<file path="src/design/msc_defs.svh">
// Register offsets, field positions and reset values of the sync control block
`ifndef MSC_DEFS_SVH
`define MSC_DEFS_SVH
`define MSC_ADDR_CFG0     8'h00
`define MSC_ADDR_ALARM    8'h05
`define MSC_ADDR_PLL      8'h18
`define MSC_ADDR_SYNCSRC  8'h20
`define MSC_BIT_CLKDIV_ENA   2
`define MSC_BIT_NDIVSYNC_ENA 11
`define MSC_BIT_PLL_ENA      0
`define MSC_BIT_SYNC_SEL     0
`define MSC_BIT_ALM_OVF      0
`define MSC_BIT_ALM_UNF      1
`define MSC_RST_CFG       16'h0000
`define MSC_RST_WORD      16'h0000
`define MSC_ALM_MASK      16'h0003
`endif

</file>
<file path="src/design/msc_pkg.sv">
// Shared types of the sync control block
package msc_pkg;
  // Alignment sequence states of the controlling end
  typedef enum logic [3:0] {
    MSC_IDLE   = 4'b0000,
    MSC_WR_SRC = 4'b0001,
    MSC_WR_PLL = 4'b0010,
    MSC_WR_ENA = 4'b0011,
    MSC_SYN_HI = 4'b0100,
    MSC_SYN_LO = 4'b0101,
    MSC_WR_NDS = 4'b0110,
    MSC_SETTLE = 4'b0111,
    MSC_WR_CLR = 4'b1000,
    MSC_RD_ALM = 4'b1001,
    MSC_CHECK  = 4'b1010,
    MSC_WR_DIS = 4'b1011,
    MSC_RUN    = 4'b1100
  } msc_ctl_state_t;
endpackage

</file>
<file path="src/design/msc_link_if.sv">
// Link between the converter end and the controlling clock source and data source
`timescale 1ns/10ps
interface msc_link_if;
  logic        output_strobe;
  logic        sync_in;
  logic [15:0] word_data;
  logic        word_valid;
  logic        reg_wr;
  logic [7:0]  reg_addr;
  logic [15:0] reg_wdata;
  logic [15:0] reg_rdata;
  logic        alarm;

  modport dev (
    input  output_strobe, sync_in, word_data, word_valid, reg_wr, reg_addr, reg_wdata,
    output reg_rdata, alarm
  );
  modport ctl (
    output output_strobe, sync_in, word_data, word_valid, reg_wr, reg_addr, reg_wdata,
    input  reg_rdata, alarm
  );
endinterface

</file>
<file path="src/design/msc_controller.sv">
// Controlling end: strobe source, data source and alignment sequence
`timescale 1ns/10ps
`include "msc_defs.svh"
module msc_controller #(
  parameter int STROBE_DIV = 16,
  parameter int WORD_DIV   = 4,
  parameter int SYNC_LEN   = 4,
  parameter int SETTLE_LEN = 64
) (
  input  wire logic        clk_in,
  input  wire logic        sys_rst_in,
  msc_link_if.ctl          link,
  input  wire logic        start_in,
  input  wire logic        pll_mode_in,
  input  wire logic [15:0] word_in,
  output logic             busy_out,
  output logic             tx_enable_out
);
  // ==========================================================
  // State
  msc_pkg::msc_ctl_state_t st_reg, st_next;
  logic [15:0] cnt_reg, cnt_next;
  logic [7:0]  str_cnt_reg, str_cnt_next;
  logic [7:0]  wd_cnt_reg, wd_cnt_next;
  logic        pll_reg, pll_next;
  logic        strobe_reg, strobe_next;
  logic        sync_reg, sync_next;
  logic        wr_reg, wr_next;
  logic [7:0]  addr_reg, addr_next;
  logic [15:0] wdata_reg, wdata_next;
  logic [15:0] data_reg, data_next;
  logic        vld_reg, vld_next;
  logic        tx_reg, tx_next;

  // Next values of strobe, data and sequence
  always_comb
  begin
    st_next    = st_reg;
    cnt_next   = cnt_reg;
    pll_next   = pll_reg;
    sync_next  = sync_reg;
    wr_next    = 1'b0;
    addr_next  = addr_reg;
    wdata_next = wdata_reg;
    tx_next    = tx_reg;
    data_next  = data_reg;
    vld_next   = 1'b0;

    // Strobe from the same clock as the converter clock; an inverted
    // clock feed is the board's fix for the sampling window
    str_cnt_next = (str_cnt_reg == 8'(STROBE_DIV - 1)) ? 8'h00 : str_cnt_reg + 8'h01;
    strobe_next  = (str_cnt_reg == 8'(STROBE_DIV - 1));

    // Words at the converter's read rate; phase relation is free
    wd_cnt_next = (wd_cnt_reg == 8'(WORD_DIV - 1)) ? 8'h00 : wd_cnt_reg + 8'h01;
    if (wd_cnt_reg == 8'(WORD_DIV - 1))
    begin
      data_next = word_in;
      vld_next  = 1'b1;
    end

    case (st_reg)
      msc_pkg::MSC_IDLE:
        if (start_in)
        begin
          pll_next = pll_mode_in;
          st_next  = msc_pkg::MSC_WR_SRC;
        end
      msc_pkg::MSC_WR_SRC:
      begin
        // Strobe (pin or internal) chosen as divider alignment source
        wr_next    = 1'b1;
        addr_next  = `MSC_ADDR_SYNCSRC;
        wdata_next = 16'h0001 << `MSC_BIT_SYNC_SEL;
        st_next    = msc_pkg::MSC_WR_PLL;
      end
      msc_pkg::MSC_WR_PLL:
      begin
        wr_next    = 1'b1;
        addr_next  = `MSC_ADDR_PLL;
        wdata_next = (16'(pll_reg) << `MSC_BIT_PLL_ENA) |
                     (16'(pll_reg) << `MSC_BIT_NDIVSYNC_ENA);
        st_next    = msc_pkg::MSC_WR_ENA;
      end
      msc_pkg::MSC_WR_ENA:
      begin
        wr_next    = 1'b1;
        addr_next  = `MSC_ADDR_CFG0;
        wdata_next = 16'h0001 << `MSC_BIT_CLKDIV_ENA;
        cnt_next   = 16'h0000;
        st_next    = pll_reg ? msc_pkg::MSC_SYN_HI : msc_pkg::MSC_SETTLE;
      end
      msc_pkg::MSC_SYN_HI:
      begin
        // A single rising edge is enough to reset the feedback divider
        sync_next = 1'b1;
        cnt_next  = cnt_reg + 16'h0001;
        if (cnt_reg == 16'(SYNC_LEN - 1))
        begin
          cnt_next = 16'h0000;
          st_next  = msc_pkg::MSC_SYN_LO;
        end
      end
      msc_pkg::MSC_SYN_LO:
      begin
        sync_next = 1'b0;
        cnt_next  = cnt_reg + 16'h0001;
        if (cnt_reg == 16'(SYNC_LEN - 1))
          st_next = msc_pkg::MSC_WR_NDS;
      end
      msc_pkg::MSC_WR_NDS:
      begin
        // Keep PLL on but stop later sync edges resetting it
        wr_next    = 1'b1;
        addr_next  = `MSC_ADDR_PLL;
        wdata_next = 16'h0001 << `MSC_BIT_PLL_ENA;
        cnt_next   = 16'h0000;
        st_next    = msc_pkg::MSC_SETTLE;
      end
      msc_pkg::MSC_SETTLE:
      begin
        // Let several strobes realign divider and pointers
        cnt_next = cnt_reg + 16'h0001;
        if (cnt_reg == 16'(SETTLE_LEN - 1))
          st_next = msc_pkg::MSC_WR_CLR;
      end
      msc_pkg::MSC_WR_CLR:
      begin
        // Clear alarms raised before alignment took hold
        wr_next    = 1'b1;
        addr_next  = `MSC_ADDR_ALARM;
        wdata_next = 16'h0000;
        cnt_next   = 16'h0000;
        st_next    = msc_pkg::MSC_RD_ALM;
      end
      msc_pkg::MSC_RD_ALM:
      begin
        // Hold the address long enough for several read ticks
        cnt_next = cnt_reg + 16'h0001;
        if (cnt_reg == 16'(SETTLE_LEN - 1))
          st_next = msc_pkg::MSC_CHECK;
      end
      msc_pkg::MSC_CHECK:
        if (((link.reg_rdata & `MSC_ALM_MASK) != 16'h0000) || link.alarm)
          st_next = msc_pkg::MSC_WR_ENA;
        else
          st_next = msc_pkg::MSC_WR_DIS;
      msc_pkg::MSC_WR_DIS:
      begin
        // Last step: later strobes must not move the divider
        wr_next    = 1'b1;
        addr_next  = `MSC_ADDR_CFG0;
        wdata_next = `MSC_RST_CFG;
        st_next    = msc_pkg::MSC_RUN;
      end
      msc_pkg::MSC_RUN:
      begin
        tx_next = 1'b1;
        // An alarm stops transmit and repeats the whole procedure
        if (link.alarm)
        begin
          tx_next = 1'b0;
          st_next = msc_pkg::MSC_WR_SRC;
        end
      end
      default:
        st_next = msc_pkg::MSC_IDLE;
    endcase
    if (st_next != msc_pkg::MSC_RUN)
      tx_next = 1'b0;
  end

  // Register stage of the controlling end
  always_ff @(posedge clk_in)
  begin
    if (sys_rst_in)
    begin
      st_reg      <= msc_pkg::MSC_IDLE;
      cnt_reg     <= 16'h0000;
      str_cnt_reg <= 8'h00;
      wd_cnt_reg  <= 8'h00;
      pll_reg     <= 1'b0;
      strobe_reg  <= 1'b0;
      sync_reg    <= 1'b0;
      wr_reg      <= 1'b0;
      addr_reg    <= 8'h00;
      wdata_reg   <= `MSC_RST_CFG;
      data_reg    <= `MSC_RST_WORD;
      vld_reg     <= 1'b0;
      tx_reg      <= 1'b0;
    end
    else
    begin
      st_reg      <= st_next;
      cnt_reg     <= cnt_next;
      str_cnt_reg <= str_cnt_next;
      wd_cnt_reg  <= wd_cnt_next;
      pll_reg     <= pll_next;
      strobe_reg  <= strobe_next;
      sync_reg    <= sync_next;
      wr_reg      <= wr_next;
      addr_reg    <= addr_next;
      wdata_reg   <= wdata_next;
      data_reg    <= data_next;
      vld_reg     <= vld_next;
      tx_reg      <= tx_next;
    end
  end

  // ==========================================================
  // Outputs
  assign link.output_strobe = strobe_reg;
  assign link.sync_in       = sync_reg;
  assign link.word_data     = data_reg;
  assign link.word_valid    = vld_reg;
  assign link.reg_wr        = wr_reg;
  assign link.reg_addr      = addr_reg;
  assign link.reg_wdata     = wdata_reg;
  assign busy_out           = (st_reg != msc_pkg::MSC_IDLE) && (st_reg != msc_pkg::MSC_RUN);
  assign tx_enable_out      = tx_reg;
endmodule

</file>
<file path="src/flat_wrapper.sv">
// flat-port wrapper written by rule: the top's interface ports become plain ports
module msc_controller_flat 
#(
  parameter int STROBE_DIV = 16,
  parameter int WORD_DIV   = 4,
  parameter int SYNC_LEN   = 4,
  parameter int SETTLE_LEN = 64
)
  (clk_in, sys_rst_in, start_in, pll_mode_in, word_in, busy_out, tx_enable_out, link_output_strobe, link_sync_in, link_word_data, link_word_valid, link_reg_wr, link_reg_addr, link_reg_wdata, link_reg_rdata, link_alarm);
  msc_link_if link_i ();
  input  wire logic clk_in;
  input  wire logic sys_rst_in;
  input  wire logic start_in;
  input  wire logic pll_mode_in;
  input  wire logic [15:0] word_in;
  output logic busy_out;
  output logic tx_enable_out;
  output wire logic [$bits(link_i.output_strobe)-1:0] link_output_strobe;
  output wire logic [$bits(link_i.sync_in)-1:0] link_sync_in;
  output wire logic [$bits(link_i.word_data)-1:0] link_word_data;
  output wire logic [$bits(link_i.word_valid)-1:0] link_word_valid;
  output wire logic [$bits(link_i.reg_wr)-1:0] link_reg_wr;
  output wire logic [$bits(link_i.reg_addr)-1:0] link_reg_addr;
  output wire logic [$bits(link_i.reg_wdata)-1:0] link_reg_wdata;
  input wire logic [$bits(link_i.reg_rdata)-1:0] link_reg_rdata;
  input wire logic [$bits(link_i.alarm)-1:0] link_alarm;
  assign link_output_strobe = link_i.output_strobe;
  assign link_sync_in = link_i.sync_in;
  assign link_word_data = link_i.word_data;
  assign link_word_valid = link_i.word_valid;
  assign link_reg_wr = link_i.reg_wr;
  assign link_reg_addr = link_i.reg_addr;
  assign link_reg_wdata = link_i.reg_wdata;
  assign link_i.reg_rdata = link_reg_rdata;
  assign link_i.alarm = link_alarm;
  msc_controller #(.STROBE_DIV(STROBE_DIV), .WORD_DIV(WORD_DIV), .SYNC_LEN(SYNC_LEN), .SETTLE_LEN(SETTLE_LEN)) u_core (.clk_in(clk_in), .sys_rst_in(sys_rst_in), .link(link_i), .start_in(start_in), .pll_mode_in(pll_mode_in), .word_in(word_in), .busy_out(busy_out), .tx_enable_out(tx_enable_out));
endmodule
</file>
<file path="config.mk">
export PLATFORM = sky130hd
export DESIGN_NAME = msc_controller_flat
export DESIGN_NICKNAME = d
export VERILOG_FILES = /design/src/design/msc_pkg.sv /design/src/design/msc_link_if.sv /design/src/design/msc_controller.sv /design/src/flat_wrapper.sv
export VERILOG_INCLUDE_DIRS = /design/src /design/src/design
export SDC_FILE = /design/constraint.sdc
export NUM_CORES = 1
export LEC_CHECK = 0
export ABC_CLOCK_PERIOD_IN_PS = 4600
export BUFFER_PORTS_ARGS = -buffer_cell sky130_fd_sc_hd__clkbuf_2
export CORE_ASPECT_RATIO = 1.2
export CORE_UTILIZATION = 34
export CTS_CLUSTER_SIZE = 20
export DETAILED_ROUTE_END_ITERATION = 8
export PLACE_DENSITY = 0.64
export SLEW_MARGIN = 25
export SYNTH_ARGS = -nofsm -noshare
export SYNTH_HDL_FRONTEND = slang
export SYNTH_SLANG_ARGS = --single-unit
</file>
<file path="constraint.sdc">
create_clock -name clk_in -period 4.6 [get_ports clk_in]
set_input_delay 0.92 -clock clk_in [delete_from_list [all_inputs] [get_ports clk_in]]
set_output_delay 0.92 -clock clk_in [all_outputs]
set_load 0.1 [all_outputs]
</file>
# --- Word-level counts from Yosys, hierarchy flattened ---
# Index checks and enable logic that the tools add are counted.
op_classes:
  addsub: 3
  n_eq_ne: 18
  mux: 17
  bitwise_logic: 1
  reduce_logical: 20
ops:
  columns: ["cell", "count"]
  rows:
  - ["16-bit one-hot mux with 4 select lines", 1]
  - ["4-bit one-hot mux with 13 select lines", 1]
  - ["16-bit one-hot mux with 3 select lines", 1]
  - ["8-bit one-hot mux with 4 select lines", 1]
  - ["4-bit 2-to-1 mux", 7]
  - ["4-bit == test, second input constant", 5]
  - ["16-bit by 1-bit adder with 16-bit output, second input constant", 1]
  - ["8-bit by 1-bit adder with 8-bit output, second input constant", 2]
  - ["16-bit by 2-bit == test with 1-bit output, second input constant", 1]
  - ["16-bit by 6-bit == test with 1-bit output, second input constant", 1]
  - ["4-bit by 3-bit == test with 1-bit output, second input constant", 4]
  - ["16-bit 2-to-1 mux", 1]
  - ["16-bit nonzero test", 1]
  - ["2-bit OR reduction", 7]
  - ["1-bit by 12-bit OR with 12-bit output", 1]
  - ["4-bit nonzero test", 3]
  - ["4-bit by 2-bit == test with 1-bit output, second input constant", 2]
  - ["8-bit by 2-bit == test with 1-bit output, second input constant", 1]
  - ["8-bit by 4-bit == test with 1-bit output, second input constant", 1]
  - ["4-bit != test, second input constant", 2]
  - ["3-bit OR reduction", 2]
  - ["6-bit OR reduction", 1]
  - ["4-bit by 1-bit == test with 1-bit output, second input constant", 1]
  - ["4-bit logical NOT", 1]
  - ["8 further kinds", 10]
totals:
  register_bits: 82
  inputBits: 37
  out_inout_bits: 46
  elab_cells: 72

# --- Logic depth before layout (Yosys ltp) ---
depth:
  word_depth: 6
  ltp_mapped: 8
  depth_no_buf: 6

# --- Worst setup path after synthesis ---
# Ideal clock, no wire load.
synth_timing:
  path_type: "reg2out"
  from: "register u_core.st_reg[2]"
  to: "output busy_out"
  arrival_time_ps: 3072
  required_time_ps: 3680
  setup_slack_ps: 608
  path_stages_with_launch: 5
  n_path_buf: 2
  cell_sequence: "dfxtp_1 clkbuf_1 clkbuf_1 nor2_1 o21ai_0"
synth_between:
  elab_chain_len: 2
  word_cells_on_any_way: 3
  cone_classes: "1 x eq/ne; 2 x reduce/logical"
synth_rtl:
  columns: ["element", "line_no", "text"]
  rows:
  - ["start: declaration", "msc_controller.sv:21", "msc_pkg::msc_ctl_state_t st_reg, st_next;"]
  - ["start signal: assignment", "msc_controller.sv:178", "st_reg <= msc_pkg::MSC_IDLE;"]
  - ["start signal: assignment", "msc_controller.sv:194", "st_reg <= st_next;"]
  - ["4-bit != test / 4-bit nonzero test (equally long branches)", "msc_controller.sv:219", "assign busy_out = (st_reg != msc_pkg::MSC_IDLE) && (st_reg != msc_pkg::MSC_RUN);"]
  - ["1-bit logical AND *", "msc_controller.sv:219", null]
  - ["end: declaration", "flat_wrapper.sv:16", "output logic busy_out;"]
# Every way passes the cells marked *; elsewhere a longest branch is shown, timed or not.

# --- Worst setup path in the final report ---
layout_timing:
  from: "register u_core.st_reg[3]"
  to: "output busy_out"
# Same word-level chain as after synthesis.

==> results.json <==
{
  "synth_top_flop_cell": "dfxtp_1",
  "seq_area_frac_synth": 0.4101,
  "grt_pass1_vias": 2627,
  "setup_viol": 0,
  "path_cells": "nor2_1 > o21ai_0 > clkbuf_2",
  "grt_pass1_wl_um": 11590,
  "wire_per_inst_um": 12.02,
  "setup_ws_ps": 1654,
  "cp_top_family": "flip-flops",
  "synth_top_family_by_area": "simple AND/OR/NAND/NOR gates",
  "power_mw": 1.507,
  "crit_buf_inv": 1,
  "grt_antenna_before_repair": 0,
  "synth_edf_count": 0,
  "numPortBuffers": 52,
  "num_rows": 37,
  "cts_resized": 0,
  "track_usage": 0.1549,
  "initialDrtViolationCount": 137,
  "vias_per_cell": 5.046,
  "drc_errors": 0,
  "avgSynthCellArea_sq_um": 7.752,
  "endpoint_kind": "output pin",
  "maxCapViolCount": 0,
  "die-height_um": 107.0,
  "worst_pin_slew_ps": 798.1,
  "fin_util": 0.4088,
  "register_area_sq_mm": 0.001281,
  "rsz0062_at_grt": "false",
  "min_period_over_period": 0.6403,
  "antenna_left": 0,
  "syn2layout_area_growth_pct": 14.50,
  "antenna_cells": 0,
  "worstPathArrival_ps": 2030,
  "place_ws_ps": 2041,
  "vias": 2846,
  "critPathMaxStageDelay_ps": 730,
  "fmax_mhz": 339.5,
  "clk_latency_ps": 350,
  "multi_input_area_sq_mm": 0.001650,
  "core_area_sq_mm": 0.008750,
  "place_hpwl_um": 4608,
  "min_period_ps": 2946,
  "cp_slowest_cell": "dfxtp_1",
  "nets": 482,
  "tns_ps": 0,
  "hold_violations": 0,
  "synth_top_area_cell": "dfxtp_1",
  "synthAdderAreaFrac": 0.01201,
  "initial_core_util": 0.3571,
  "timing.critical_path.required_ps": 3680,
  "cts_tree": "yes",
  "synth.area.top_cells": "dfxtp_1 41%, nand2_1 7.7%, a21oi_1 6.2%",
  "hold_class": "flop to flop",
  "max_slew_margin": 0.4672,
  "drive_above_1_share": 0.1678,
  "fillers": 882,
  "cts_made_buffers": 9,
  "yosys.area_share.simple": 0.3060,
  "muxShareOfSynthArea": 0.003204,
  "pin_count": 83,
  "routed_wl_um": 6780,
  "synth.distinct_cells": 45,
  "htreeDepth": 3,
  "grt_max_degree": 37,
  "outcome": "complete, no violations",
  "synth_xor_area_frac": 0.03364,
  "ys_warn_count": 0,
  "cp-start-kind": "flop",
  "ir_drop_mv": 0.2120,
  "critical_path_class": "flop to output pin",
  "clockBufferDepth": 2,
  "place_congestion": 0.7972,
  "clock-sinks": 64,
  "die-area_sq_mm": 0.009577,
  "synth_compound_area_frac": 0.1494,
  "syn-cell-area_sq_mm": 0.003124,
  "clk_root_buffer_cell": "clkbuf_8",
  "clk_pin_slew_ps": 80,
  "leakage_nw": 1.376,
  "dr.pass1.iters": 4,
  "drv_slew": 0,
  "path_max_fanout": 21,
  "power_density_mw_per_mm2": 421.2,
  "overflow": 0,
  "hold_buffers": 0,
  "postSynthCellCount": 403,
  "ys_top_cells_by_count": "64 x dfxtp_1, 64 x nand2_1, 40 x nor2_1, 39 x a21oi_1, 25 x nand3_1",
  "netlist.area_leader.share": 0.4101,
  "synthArstFlopShare": 0,
  "synth-seq-cells": 64,
  "postCtsSetupRepairBufs": 0,
  "fin_worst_skew_ps": 15.75,
  "dieWidth_um": 89.51
}
-- cells by family (layout without fill, tap and decap cells) --
group | Yosys count | in the layout
compound gates | 80 | 80
xor+xnor | 12 | 12
fa+ha+maj | 3 | 3
buf+inv | 48 | 77
flops | 64 | 64
mux | 1 | 1
other cells | 1 | 16
simple gates | 194 | 194
-- routing by layer --
metal / part of all wire / track usage / routed length (um) / vias up
met4: 0.019 / 0.06803 / 129 / 0
met2: 0.49 / 0.2606 / 3314 / 57
met3: 0.030 / 0.03464 / 205 / 13
li1: - / - / - / 1460
met5: 0 / 0 / 0 / -
met1: 0.46 / 0.1858 / 3130 / 1316
-- final timing paths --
kind | start | to | slack (ps) | depth (start not counted)
max reg2reg | u_core.st_reg[3] | u_core.cnt_reg[13] | 1970 | 5
min reg2reg | u_core.str_cnt_reg[0] | u_core.str_cnt_reg[0] | 450 | 1
max | u_core.st_reg[3] | busy_out | 1650 | 3
min | u_core.str_cnt_reg[0] | u_core.str_cnt_reg[0] | 450 | 1
-- power breakdown --
| part | total, mW | leakage [nW] | internal [mW] | switching (mW) |
|---|---|---|---|---|
| clock network | 0.486 | 0.0993 | 0.264 | 0.222 |
| logic | 0.369 | 0.757 | 0.0804 | 0.289 |
| registers | 0.651 | 0.520 | 0.594 | 0.0577 |
| total | 1.51 | 1.38 | 0.938 | 0.568 |
-- stage by stage --
stage	hold WS [ps]	instances	area (sq um)
floorplan	413.0	418	3181
global placement	424.5	548	3364
detailed placement	440.2	548	3373
CTS	450.6	564	3571
global route	472.7	564	3577
finish	446.2	564	3577
-- placed cells by master (no fill, tap or decap), types with 2 or more instances in the layout --
master     synthesis  final
dfxtp_1           64     64
inv_1              7      7
xnor2_1            6      6
and2_1             4      4
buf_4             18      2
nand2_1           64     64
or2_2              3      3
nor4_1             6      6
o21ai_0           11     11
and4_1             2      2
or4_1             13     13
a2111oi_0          2      2
nand4b_1           2      2
ha_1               3      3
conb_1             1     16
clkbuf_8           0     10
nand3_1           25     25
a32oi_1            2      2
nor2b_1            3      3
a31oi_1           17     17
nor3_1             5      5
nand2b_1           9      9
or3_1              2      2
nor2_1            40     40
clkinv_2           0      2
clkbuf_2           0     52
and3_1             7      7
a21oi_1           39     39
xor2_1             6      6
nand4_1            5      5
-- area by class of cell --
cell class,instances,area share
inverters,7,0.007345
well taps,117,0.04092
clock inverters,5,0.01574
clock buffers,11,0.03952
flip-flops and latches,64,0.3582
repair buffers,54,0.07695
multi-input cells,306,0.4613
Note: power is estimated with default switching activity, not from simulation.
